**config.mk**
```make
export PLATFORM = sky130hd
export DESIGN_NAME = cac_top
export DESIGN_NICKNAME = d
export VERILOG_FILES = /design/src/hw/cac_pkg.sv /design/src/hw/cac_top.sv
export VERILOG_INCLUDE_DIRS = /design/src /design/src/hw
export SDC_FILE = /design/constraint.sdc
export NUM_CORES = 1
export LEC_CHECK = 0
export BUFFER_PORTS_ARGS = -buffer_cell sky130_fd_sc_hd__clkbuf_2
export CORE_MARGIN = 1.5
export CORE_UTILIZATION = 53
export DETAILED_ROUTE_END_ITERATION = 6
export GPL_TIMING_DRIVEN = 0
export HOLD_SLACK_MARGIN = 0.12
export PLACE_DENSITY = 0.76
export SYNTH_ARGS = -nofsm -noshare
export SYNTH_HDL_FRONTEND = slang
export SYNTH_SLANG_ARGS = --single-unit
```
**constraint.sdc**
```tcl
create_clock -name clk -period 2.8 [get_ports clk]
set_input_delay 0.56 -clock clk [delete_from_list [all_inputs] [get_ports clk]]
set_output_delay 0.56 -clock clk [all_outputs]
set_load 0.05 [all_outputs]
```
**src/hw/cac_regs.svh**
```systemverilog
// Register offsets, field positions, reset values for clock alignment control
`ifndef CAC_REGS_SVH
`define CAC_REGS_SVH

`define CAC_ADDR_CTRL_ZERO 15'h0029
`define CAC_ADDR_CTRL_ONE 15'h002a
`define CAC_ADDR_CTRL_TWO 15'h002b
`define CAC_ADDR_POS_HI 15'h002c
`define CAC_ADDR_POS_MID 15'h002d
`define CAC_ADDR_POS_LO 15'h002e

`define CAC_RST_CTRL_ZERO 8'h00
`define CAC_RST_CTRL_ONE 8'h00
`define CAC_RST_CTRL_TWO 8'h11

`define CAC_MASK_CTRL_ZERO 8'h7f
`define CAC_MASK_CTRL_ONE 8'h0f
`define CAC_MASK_CTRL_TWO 8'h17

`define CAC_BIT_PROC_EN 6
`define CAC_BIT_RECV_EN 5
`define CAC_BIT_ZOOM 4
`define CAC_BIT_TS_ROUTE 3
`define CAC_BIT_DEVCLK_PECL 2
`define CAC_BIT_ALIGN_PECL 1
`define CAC_BIT_INVERT 0
`define CAC_BIT_FB_GAIN 4
`define CAC_BIT_NOISE_SUPP 2

`endif

```
**src/hw/cac_pkg.sv**
```systemverilog
// Types for the clock alignment control register bank
package cac_pkg;

  // Decoded configuration driven into the clock path
  typedef struct packed {
    logic align_processor_enable;
    logic align_receiver_enable;
    logic window_zoom;
    logic [3:0] align_delay_select;
    logic align_timestamp_route_enable;
    logic device_clock_pecl_mode;
    logic align_input_pecl_mode;
    logic align_polarity_invert;
    logic feedback_gain_high;
    logic supply_noise_suppress;
    logic [1:0] sampling_clock_delay;
  } cac_cfg_type;

  // SPI frame state
  typedef enum logic [1:0] {
    ST_CMD = 2'b00,
    ST_DATA = 2'b01,
    ST_DONE = 2'b10
  } cac_state_type;

endpackage : cac_pkg

```
**src/hw/cac_top.sv**
```systemverilog
// Clock alignment control registers with SPI slave and alignment-pulse path
// Operation
// - Control zero bit 6 enables the alignment processor; resets to zero.
// - Zoom bit 4 selects fine delay steps for windowing and position status.
// - Bits 3:0 of control zero select the alignment sampling delay.
// - Timestamp route bit plus general enable put pulse on sample LSB, D=1.
// - Control one bit 0 inverts alignment pulse polarity before use.
// - Bit 2 sets device clock, bit 1 alignment input, to PECL mode.
// - Control two bits 1:0 give one-hot sampling clock delay; reset 0x1.
// - Control two bit 2 enables supply noise suppression in clock path.
// - Control two bit 4 selects high converter feedback gain; resets 1.
// - Control two resets to 0x11; other two reset to zero.
// - A 24-bit read-only status reports alignment edge position.
// - All registers are reached only over the SPI register port.
`include "cac_regs.svh"
`timescale 1ns/1ps
`default_nettype none

module cac_top (
  // Clock and reset
  input wire logic clk,
  input wire logic rst_n,
  // SPI register port
  input wire logic spi_sclk,
  input wire logic spi_cs_n,
  input wire logic spi_sdi,
  output logic spi_sdo,
  // Alignment pulse and timestamp context
  input wire logic align_pulse_in,
  input wire logic [23:0] align_capture_position,
  input wire logic general_timestamp_enable,
  input wire logic decimation_bypass,
  // Clock path configuration and alignment outputs
  output cac_pkg::cac_cfg_type cfg,
  output logic align_event,
  output logic timestamp_bit
);

  // Reset release through two flops
  logic rst_meta_reg;
  logic rst_sync_reg;
  always_ff @(posedge clk or negedge rst_n) begin
    if (!rst_n) begin
      rst_meta_reg <= 1'b0;
      rst_sync_reg <= 1'b0;
    end else begin
      rst_meta_reg <= 1'b1;
      rst_sync_reg <= rst_meta_reg;
    end
  end
  wire logic rst_i_n = rst_sync_reg;

  // Three-stage synchronisers; a change counts when stages two and three agree
  localparam int NSYNC = 4;
  logic [NSYNC-1:0] pin_raw;
  logic [NSYNC-1:0] pin_stable;
  assign pin_raw = {spi_sclk, spi_cs_n, spi_sdi, align_pulse_in};
  genvar gi;
  generate
    for (gi = 0; gi < NSYNC; gi++) begin : g_sync
      logic [2:0] sh_reg;
      logic st_reg;
      always_ff @(posedge clk or negedge rst_i_n) begin
        if (!rst_i_n) begin
          sh_reg <= (gi == 2) ? 3'b111 : 3'b000;
          st_reg <= (gi == 2) ? 1'b1 : 1'b0;
        end else begin
          sh_reg <= {sh_reg[1:0], pin_raw[gi]};
          if (sh_reg[1] == sh_reg[2]) begin
            st_reg <= sh_reg[2];
          end
        end
      end
      assign pin_stable[gi] = st_reg;
    end
  endgenerate

  wire logic sclk_s = pin_stable[3];
  wire logic cs_n_s = pin_stable[2];
  wire logic sdi_s = pin_stable[1];
  wire logic pulse_s = pin_stable[0];

  // SPI frame: R/W bit, 15-bit address, then 8-bit data bytes streaming up
  logic sclk_d_reg;
  cac_pkg::cac_state_type state_reg, state_next;
  logic [4:0] cnt_reg, cnt_next;
  logic [15:0] cmd_reg, cmd_next;
  logic [7:0] sh_reg, sh_next;
  logic [7:0] rd_reg, rd_next;
  logic sdo_reg, sdo_next;
  logic [7:0] ctrl0_reg, ctrl0_next;
  logic [7:0] ctrl1_reg, ctrl1_next;
  logic [7:0] ctrl2_reg, ctrl2_next;

  wire logic rise = sclk_s & ~sclk_d_reg;
  wire logic fall = ~sclk_s & sclk_d_reg;

  // Read mux; reserved bits and unmapped addresses read zero
  function automatic logic [7:0] rd_mux(input logic [14:0] a,
                                        input logic [7:0] c0,
                                        input logic [7:0] c1,
                                        input logic [7:0] c2,
                                        input logic [23:0] pos);
    unique case (a)
      `CAC_ADDR_CTRL_ZERO: rd_mux = c0;
      `CAC_ADDR_CTRL_ONE: rd_mux = c1;
      `CAC_ADDR_CTRL_TWO: rd_mux = c2;
      `CAC_ADDR_POS_HI: rd_mux = pos[23:16];
      `CAC_ADDR_POS_MID: rd_mux = pos[15:8];
      `CAC_ADDR_POS_LO: rd_mux = pos[7:0];
      default: rd_mux = 8'h00;
    endcase
  endfunction : rd_mux

  // Next-state of SPI engine and register bank
  always_comb begin
    state_next = state_reg;
    cnt_next = cnt_reg;
    cmd_next = cmd_reg;
    sh_next = sh_reg;
    rd_next = rd_reg;
    sdo_next = sdo_reg;
    ctrl0_next = ctrl0_reg;
    ctrl1_next = ctrl1_reg;
    ctrl2_next = ctrl2_reg;
    if (cs_n_s) begin
      state_next = cac_pkg::ST_CMD;
      cnt_next = 5'h00;
      sdo_next = 1'b0;
    end else begin
      unique case (state_reg)
        cac_pkg::ST_CMD: begin
          if (rise) begin
            cmd_next = {cmd_reg[14:0], sdi_s};
            cnt_next = cnt_reg + 5'h01;
            if (cnt_reg == 5'h0f) begin
              state_next = cac_pkg::ST_DATA;
              cnt_next = 5'h00;
              rd_next = rd_mux(cmd_reg[13:0] == 14'h0000 ? 15'h0000 :
                {cmd_reg[13:0], sdi_s}, ctrl0_reg, ctrl1_reg,
                ctrl2_reg, align_capture_position);
            end
          end
        end
        cac_pkg::ST_DATA: begin
          // Read data shifts out MSB first on falling edges
          if (fall && cmd_reg[15]) begin
            sdo_next = rd_reg[7];
            rd_next = {rd_reg[6:0], 1'b0};
          end
          if (rise) begin
            sh_next = {sh_reg[6:0], sdi_s};
            cnt_next = cnt_reg + 5'h01;
            if (cnt_reg == 5'h07) begin
              cnt_next = 5'h00;
              if (!cmd_reg[15]) begin
                // Writes mask reserved bits to zero
                unique case (cmd_reg[14:0])
                  `CAC_ADDR_CTRL_ZERO:
                    ctrl0_next = {sh_reg[6:0], sdi_s} & `CAC_MASK_CTRL_ZERO;
                  `CAC_ADDR_CTRL_ONE:
                    ctrl1_next = {sh_reg[6:0], sdi_s} & `CAC_MASK_CTRL_ONE;
                  `CAC_ADDR_CTRL_TWO:
                    ctrl2_next = {sh_reg[6:0], sdi_s} & `CAC_MASK_CTRL_TWO;
                  default: ;
                endcase
              end
              // Streaming: address ascends for the next byte
              cmd_next = {cmd_reg[15], cmd_reg[14:0] + 15'h0001};
              state_next = cac_pkg::ST_DONE;
            end
          end
        end
        cac_pkg::ST_DONE: begin
          state_next = cac_pkg::ST_DATA;
          rd_next = rd_mux(cmd_reg[14:0], ctrl0_reg, ctrl1_reg, ctrl2_reg,
            align_capture_position);
        end
        default: state_next = cac_pkg::ST_CMD;
      endcase
    end
  end

  // Register update; reset values per register
  always_ff @(posedge clk or negedge rst_i_n) begin
    if (!rst_i_n) begin
      sclk_d_reg <= 1'b0;
      state_reg <= cac_pkg::ST_CMD;
      cnt_reg <= 5'h00;
      cmd_reg <= 16'h0000;
      sh_reg <= 8'h00;
      rd_reg <= 8'h00;
      sdo_reg <= 1'b0;
      ctrl0_reg <= `CAC_RST_CTRL_ZERO;
      ctrl1_reg <= `CAC_RST_CTRL_ONE;
      ctrl2_reg <= `CAC_RST_CTRL_TWO;
    end else begin
      sclk_d_reg <= sclk_s;
      state_reg <= state_next;
      cnt_reg <= cnt_next;
      cmd_reg <= cmd_next;
      sh_reg <= sh_next;
      rd_reg <= rd_next;
      sdo_reg <= sdo_next;
      ctrl0_reg <= ctrl0_next;
      ctrl1_reg <= ctrl1_next;
      ctrl2_reg <= ctrl2_next;
    end
  end

  // Field decode into the configuration carrier
  cac_pkg::cac_cfg_type cfg_next;
  logic pulse_d_reg;
  logic pol_pulse;
  logic event_next;
  logic ts_next;
  always_comb begin
    cfg_next.align_processor_enable = ctrl0_reg[`CAC_BIT_PROC_EN];
    cfg_next.align_receiver_enable = ctrl0_reg[`CAC_BIT_RECV_EN];
    cfg_next.window_zoom = ctrl0_reg[`CAC_BIT_ZOOM];
    cfg_next.align_delay_select = ctrl0_reg[3:0];
    cfg_next.align_timestamp_route_enable = ctrl1_reg[`CAC_BIT_TS_ROUTE];
    cfg_next.device_clock_pecl_mode = ctrl1_reg[`CAC_BIT_DEVCLK_PECL];
    cfg_next.align_input_pecl_mode = ctrl1_reg[`CAC_BIT_ALIGN_PECL];
    cfg_next.align_polarity_invert = ctrl1_reg[`CAC_BIT_INVERT];
    cfg_next.feedback_gain_high = ctrl2_reg[`CAC_BIT_FB_GAIN];
    cfg_next.supply_noise_suppress = ctrl2_reg[`CAC_BIT_NOISE_SUPP];
    cfg_next.sampling_clock_delay = ctrl2_reg[1:0];
    // Inversion applies before edge detection so alignment uses polarity
    pol_pulse = pulse_s ^ ctrl1_reg[`CAC_BIT_INVERT];
    // Events only pass when receiver and processor are both on
    event_next = pol_pulse & ~pulse_d_reg & ctrl0_reg[`CAC_BIT_PROC_EN] &
      ctrl0_reg[`CAC_BIT_RECV_EN];
    ts_next = pol_pulse & ctrl1_reg[`CAC_BIT_TS_ROUTE] &
      general_timestamp_enable & decimation_bypass;
  end

  // Output registers
  always_ff @(posedge clk or negedge rst_i_n) begin
    if (!rst_i_n) begin
      cfg <= '0;
      pulse_d_reg <= 1'b0;
      align_event <= 1'b0;
      timestamp_bit <= 1'b0;
    end else begin
      cfg <= cfg_next;
      pulse_d_reg <= pol_pulse;
      align_event <= event_next;
      timestamp_bit <= ts_next;
    end
  end

  assign spi_sdo = sdo_reg;

endmodule : cac_top
`default_nettype wire

```
# Yosys cells after proc, flatten, opt, wreduce, memory -nomap -nowiden
# Cells that the tools add are included.
# word_totals
in_bits	32
out_inout_bits	18
word_cells	125
register_bits	90
# classes
eq_ne	29
reduce_logical	18
mux	26
addsub	2
bitwise	15
# ops
cell	n
$eq A15 B6 Y1 const B	12
$pmux W8 S6	2
$mux W15	3
$pmux W16 S2	1
$mux W5	5
$mux W8	3
$pmux W8 S3	1
$reduce_and A6 Y1	3
$mux W16	1
$add A15 B1 Y15 const B	1
$logic_not A14 Y1	1
$ne A3 B3 Y1 const B	4
$mux W2	5
$ne A2 B2 Y1 const B	5
$pmux W5 S2	1
$reduce_and A5 Y1	2
$and A1 B1 Y1	8
$reduce_and A4 Y1	2
$not A1 Y1	6
$pmux W2 S3	1
$reduce_and A3 Y1	2
$reduce_bool A2 Y1	3
$reduce_bool A3 Y1	2
$add A5 B1 Y5 const B	1
10 further kinds	15

# Longest topological paths before layout
# logic_depth
ltp_word	7
ltp_mapped	10
mapped_depth_nobuf	9

# Worst setup path before layout
# Ideal clock, no wire load.
# synth_timing
path_type	flip-flop to flip-flop
start	reg cmd_reg[1]
end	reg rd_reg[5]
synth_period_minus_slack_ns	2.164
path_stages_with_launch	10
setup_ns	0.124
path_buffers	3
required_time_ns	2.676
t_arrival_ns	2.040
slack_ns	0.636
cell_sequence	dfrtp_1 -> buf_2 -> buf_1 -> inv_1 -> ha_1 -> clkbuf_1 -> a2111oi_0 -> nor4_2 -> nand2_1 -> o21ai_1
# synth_between
elab_chain_len	7
elab_cells_between_ends	19
cone_classes	12 x eq/ne; 6 x mux; 1 x reduce/logical
# synth_lines
item	line	text
from (decl)	cac_top.sv:87	logic [15:0] cmd_reg, cmd_next;
from (signal assigned)	cac_top.sv:201	cmd_reg <= cmd_next;
$logic_not A14 Y1	cac_top.sv:139	rd_next = rd_mux(cmd_reg[13:0] == 14'h0000 ? 15'h0000 :
$mux W15	cac_top.sv:139	
$eq A15 B6 Y1	cac_top.sv:104	unique case (a)
$pmux W8 S6	cac_top.sv:104	
$mux W8	cac_top.sv:136	if (cnt_reg == 5'h0f) begin
$mux W8	cac_top.sv:133	if (rise) begin
$pmux W8 S3 *	cac_top.sv:131	unique case (state_reg)
to (signal assigned)	cac_top.sv:203	rd_reg <= rd_next;
to (decl)	cac_top.sv:89	logic [7:0] rd_reg, rd_next;
# Every way passes the cells marked *; elsewhere a longest branch is shown, timed or not. The select of a mux whose other input is x is not followed.
# A chain may end at the register's enable or synchronous reset.

# Final worst setup path
# layout_timing
start	reg cmd_reg[1]
end	reg rd_reg[7]
# Same word-level chain as after synthesis.

==> summary.md <==
| Metric | Value |
|---|---|
| Synth top area share | `0.452` |
| Largest net degree at the start of global routing | `59` |
| Core Box Area | `8340 µm²` |
| Top post-synthesis cells by area | `dfrtp_1 45%, mux2_2 7.3%, dfstp_2 3.4%` |
| Layout cell share with drive strength beyond 1 | `0.262` |
| Global-route wire length before repair | `around 19000 µm` |
| Root buffer cell | `clkbuf_8` |
| Crit path cell chain | `buf_2 -> inv_1 -> ha_1 -> clkbuf_1 -> a2111oi_0 -> nor4_2 -> nand2_1 -> a31oi_1` |
| Clock Path Buffers | `2` |
| Gpl congestion | `0.897` |
| Final WS setup | `a little under 300 ps` |
| Crit. End Element | `flop` |
| Net Switching | `1.22 mW` |
| Post-Synthesis Cell Area | `4650 µm²` |
| Final hold slack | `266 ps` |
| CTS sink cnt | `90` |
| Pwr/cell area | `632 nW/µm²` |
| Vias in the first global route | `3836` |
| Initial core utilization | `0.557` |
| Die Ht | `96.7 µm` |
| Nets | `550` |
| GRT Total Usage | `0.250` |
| Hold WC Path Type | `flop to async pin` |
| Syn Inst Count | `roughly 450` |
| Startpoint types | `flop` |
| DR iter-0 viols | `354` |
| Slew margin rel. | `0.438` |
| Sw frac | `0.368` |
| Fin crit share | `0.896` |
| H-Tree Depth | `3` |
| Top_reg_cell synth | `dfrtp_1` |
| Post-synth EDFFs | `0` |
| Total internal power | `2.10 mW` |
| Residual DRC | `0` |
| CP top delay family | `buffers and inverters` |
| WP buf/inv | `3` |
| Status | `finished, final reports clean` |
| Reg-to-reg slack, setup | `between 200 and 300 ps` |
| Crit path kind | `flop to flop` |
| Slowest stage cell, crit path | `nor4_2` |
| WP data arrival | `2780 ps` |
| Post-synth cell types | `65` |
| Die Wd | `96.7 µm` |
| Max FFs per register | `16` |
| I/O Pins | `50` |
| CP required | `3070 ps` |
| DR vias/cell | `6.36` |
| Async SR Flop Fraction | `1.00` |
| Cell with the most instances after synthesis | `dfrtp_1` |
| Core Util, Final | `0.629` |
| Slew Limit Fails | `0` |
| Wire length per cell | `18.5 µm` |
| Worst-path clk slew | `approximately 100 ps` |
| DR vias | `3923` |
| Max-Cap Viols | `0` |
| Synth Register Bits | `90` |
| RSZ-0062 raised after global routing | `no` |
| Crit-path max cell delay | `440 ps` |
| Cell taking the most area after synthesis | `dfrtp_1` |
| CTS tree | `done` |
| Clk_lat worst skew | `360 ps` |
| GRT overflow | `0` |
| Syn_area_per_cell | `roughly 10 µm²` |
| Peak Freq | `0.399 GHz` |
| Combinational share of power | `0.284` |
| Die area | `slightly above 9000 µm²` |
| Syn_nets | `489` |
| Pleak | `2.35 nW` |
| Placed Area | `5060 µm²` |
| DRT Wirelength | `11400 µm` |
| Fin area | `5250 µm²` |
| Fin crit period | `2510 ps` |
| Max IR drop VDD | `0.417 mV` |
| Antenna fix cells | `0` |
| Commonest cells in the netlist | `84 x dfrtp_1, 41 x nand2_1, 30 x mux2_2` |
| Post-synthesis sequential area ratio | `0.486` |
| Skew final | `9.33 ps` |
| Sequential share of power | `0.464` |
| PortBufs | `49` |
| Tightest Pin Transition | `834 ps` |
| Dpl ws | `-124 ps` |
| Ys Warns | `0` |
| First-pass DRT Iterations | `6` |
| Clock power share | `0.252` |
| Final hold vios | `0` |
| Final setup vio count | `0` |
| Post-DP HPWL | `8140 µm` |
| CTS Buf Count | `9` |
| Post-CTS setup buffer count | `0` |
| Initial antenna violation count | `0` |
| Area Overhead vs Synth | `12.9%` |
| Worst Path Max Fanout | `19` |
| Row Count | `33` |
| Antenna-violating nets left | `0` |
==> routing by layer <==
metal,GRT usage,vias to the layer above,part of all wire
li1,-,1782,-
met1,0.348,1909,0.42
met2,0.386,200,0.47
met3,0.0390,32,0.074
met4,0.115,0,0.031
met5,0,-,0
==> power by group through the flow <==
stage	Clock, mW	Sequential (mW)	Combinational [mW]
2_1_floorplan	0	1.53	0.666
3_3_place_gp	0	1.57	0.863
3_5_place_dp	0	1.56	0.912
4_1_cts	0.857	1.54	0.920
5_1_grt	0.912	1.55	1.01
6_report	0.836	1.54	0.944
==> through the flow <==
stage | total power [mW] | std cells | setup TNS, ps
after global routing | 3.48 | 617 | 0
after CTS | 3.31 | 618 | 0
after global placement | 2.43 | 600 | -62510
after detailed placement | 2.47 | 601 | -793
final | 3.32 | 617 | 0
after floorplan | 2.20 | 446 | 0
==> final cells by class <==
class                      instances  area [µm²]
tap                              105         131
inverter                          14        52.6
buffer                            26         128
timing repair buffer              51         283
clock inverter                     7        61.3
sequential                        90        2260
multi-input combinational        315        2210
fill                             684        3090
clock buffer                       9         124
==> repair_timing <==
action / 4_1_cts / 5_1_grt
resized for setup: 1 / 0
hold endpoints to repair: 2 / 0
setup endpoints to repair: 8 / 15
hold buffers: 1 / 0
==> worst reg2reg max path: cells and delay by family (launching register included) <==
family	cells	cell delay, ps
buf+inv	3	860
simple gates	2	550
compound gates	2	420
flops	1	420
fa+ha+maj	1	180
==> logic make-up (layout without fill, tap and decap cells) <==
group | after synthesis | count (layout) | share of synthesized area
simple gates | 146 | 146 | 0.175
compound gates | 108 | 108 | 0.156
flops | 90 | 90 | 0.486
mux | 44 | 44 | 0.103
buf+inv | 41 | 107 | 0.0393
fa+ha+maj | 15 | 15 | 0.0382
other cells | 1 | 1 | 0.000807
xor+xnor | 1 | 1 | 0.00188
==> path summary, 6_finish.rpt <==
path / from / endpoint / cells past startpoint
setup / recovery: cmd_reg[1] / rd_reg[7] / 8
hold / removal: rst_i_n / sh_reg[1] / 0
min in group clk: spi_cs_n / g_sync[2].sh_reg[0] / 1
max in group asynchronous: rst_i_n / ctrl2_reg[0] / 1
hold reg to reg: rst_i_n / sh_reg[1] / 0
setup reg to reg: cmd_reg[1] / rd_reg[7] / 8
==> cells in the final DEF (no fill, tap or decap), drive strengths merged, types with 4 or more instances in the layout <==
cell type,synthesis,final
nand3,11,11
nor4,10,10
dfrtp,84,84
a222oi,7,7
maj3,4,4
a211oi,4,4
nor2,26,26
a221oi,5,5
nor3,12,12
and2,5,5
and3,5,5
clkinv,1,4
inv,13,17
mux2,30,30
mux2i,14,14
clkbuf,9,67
a22oi,11,11
a21oi,26,26
dfstp,6,6
a31oi,8,8
nand4,8,8
nor2b,9,9
buf,18,18
nand2,44,44
ha,11,11
o21ai,23,23
No activity file was read; power rests on OpenSTA's default activity.
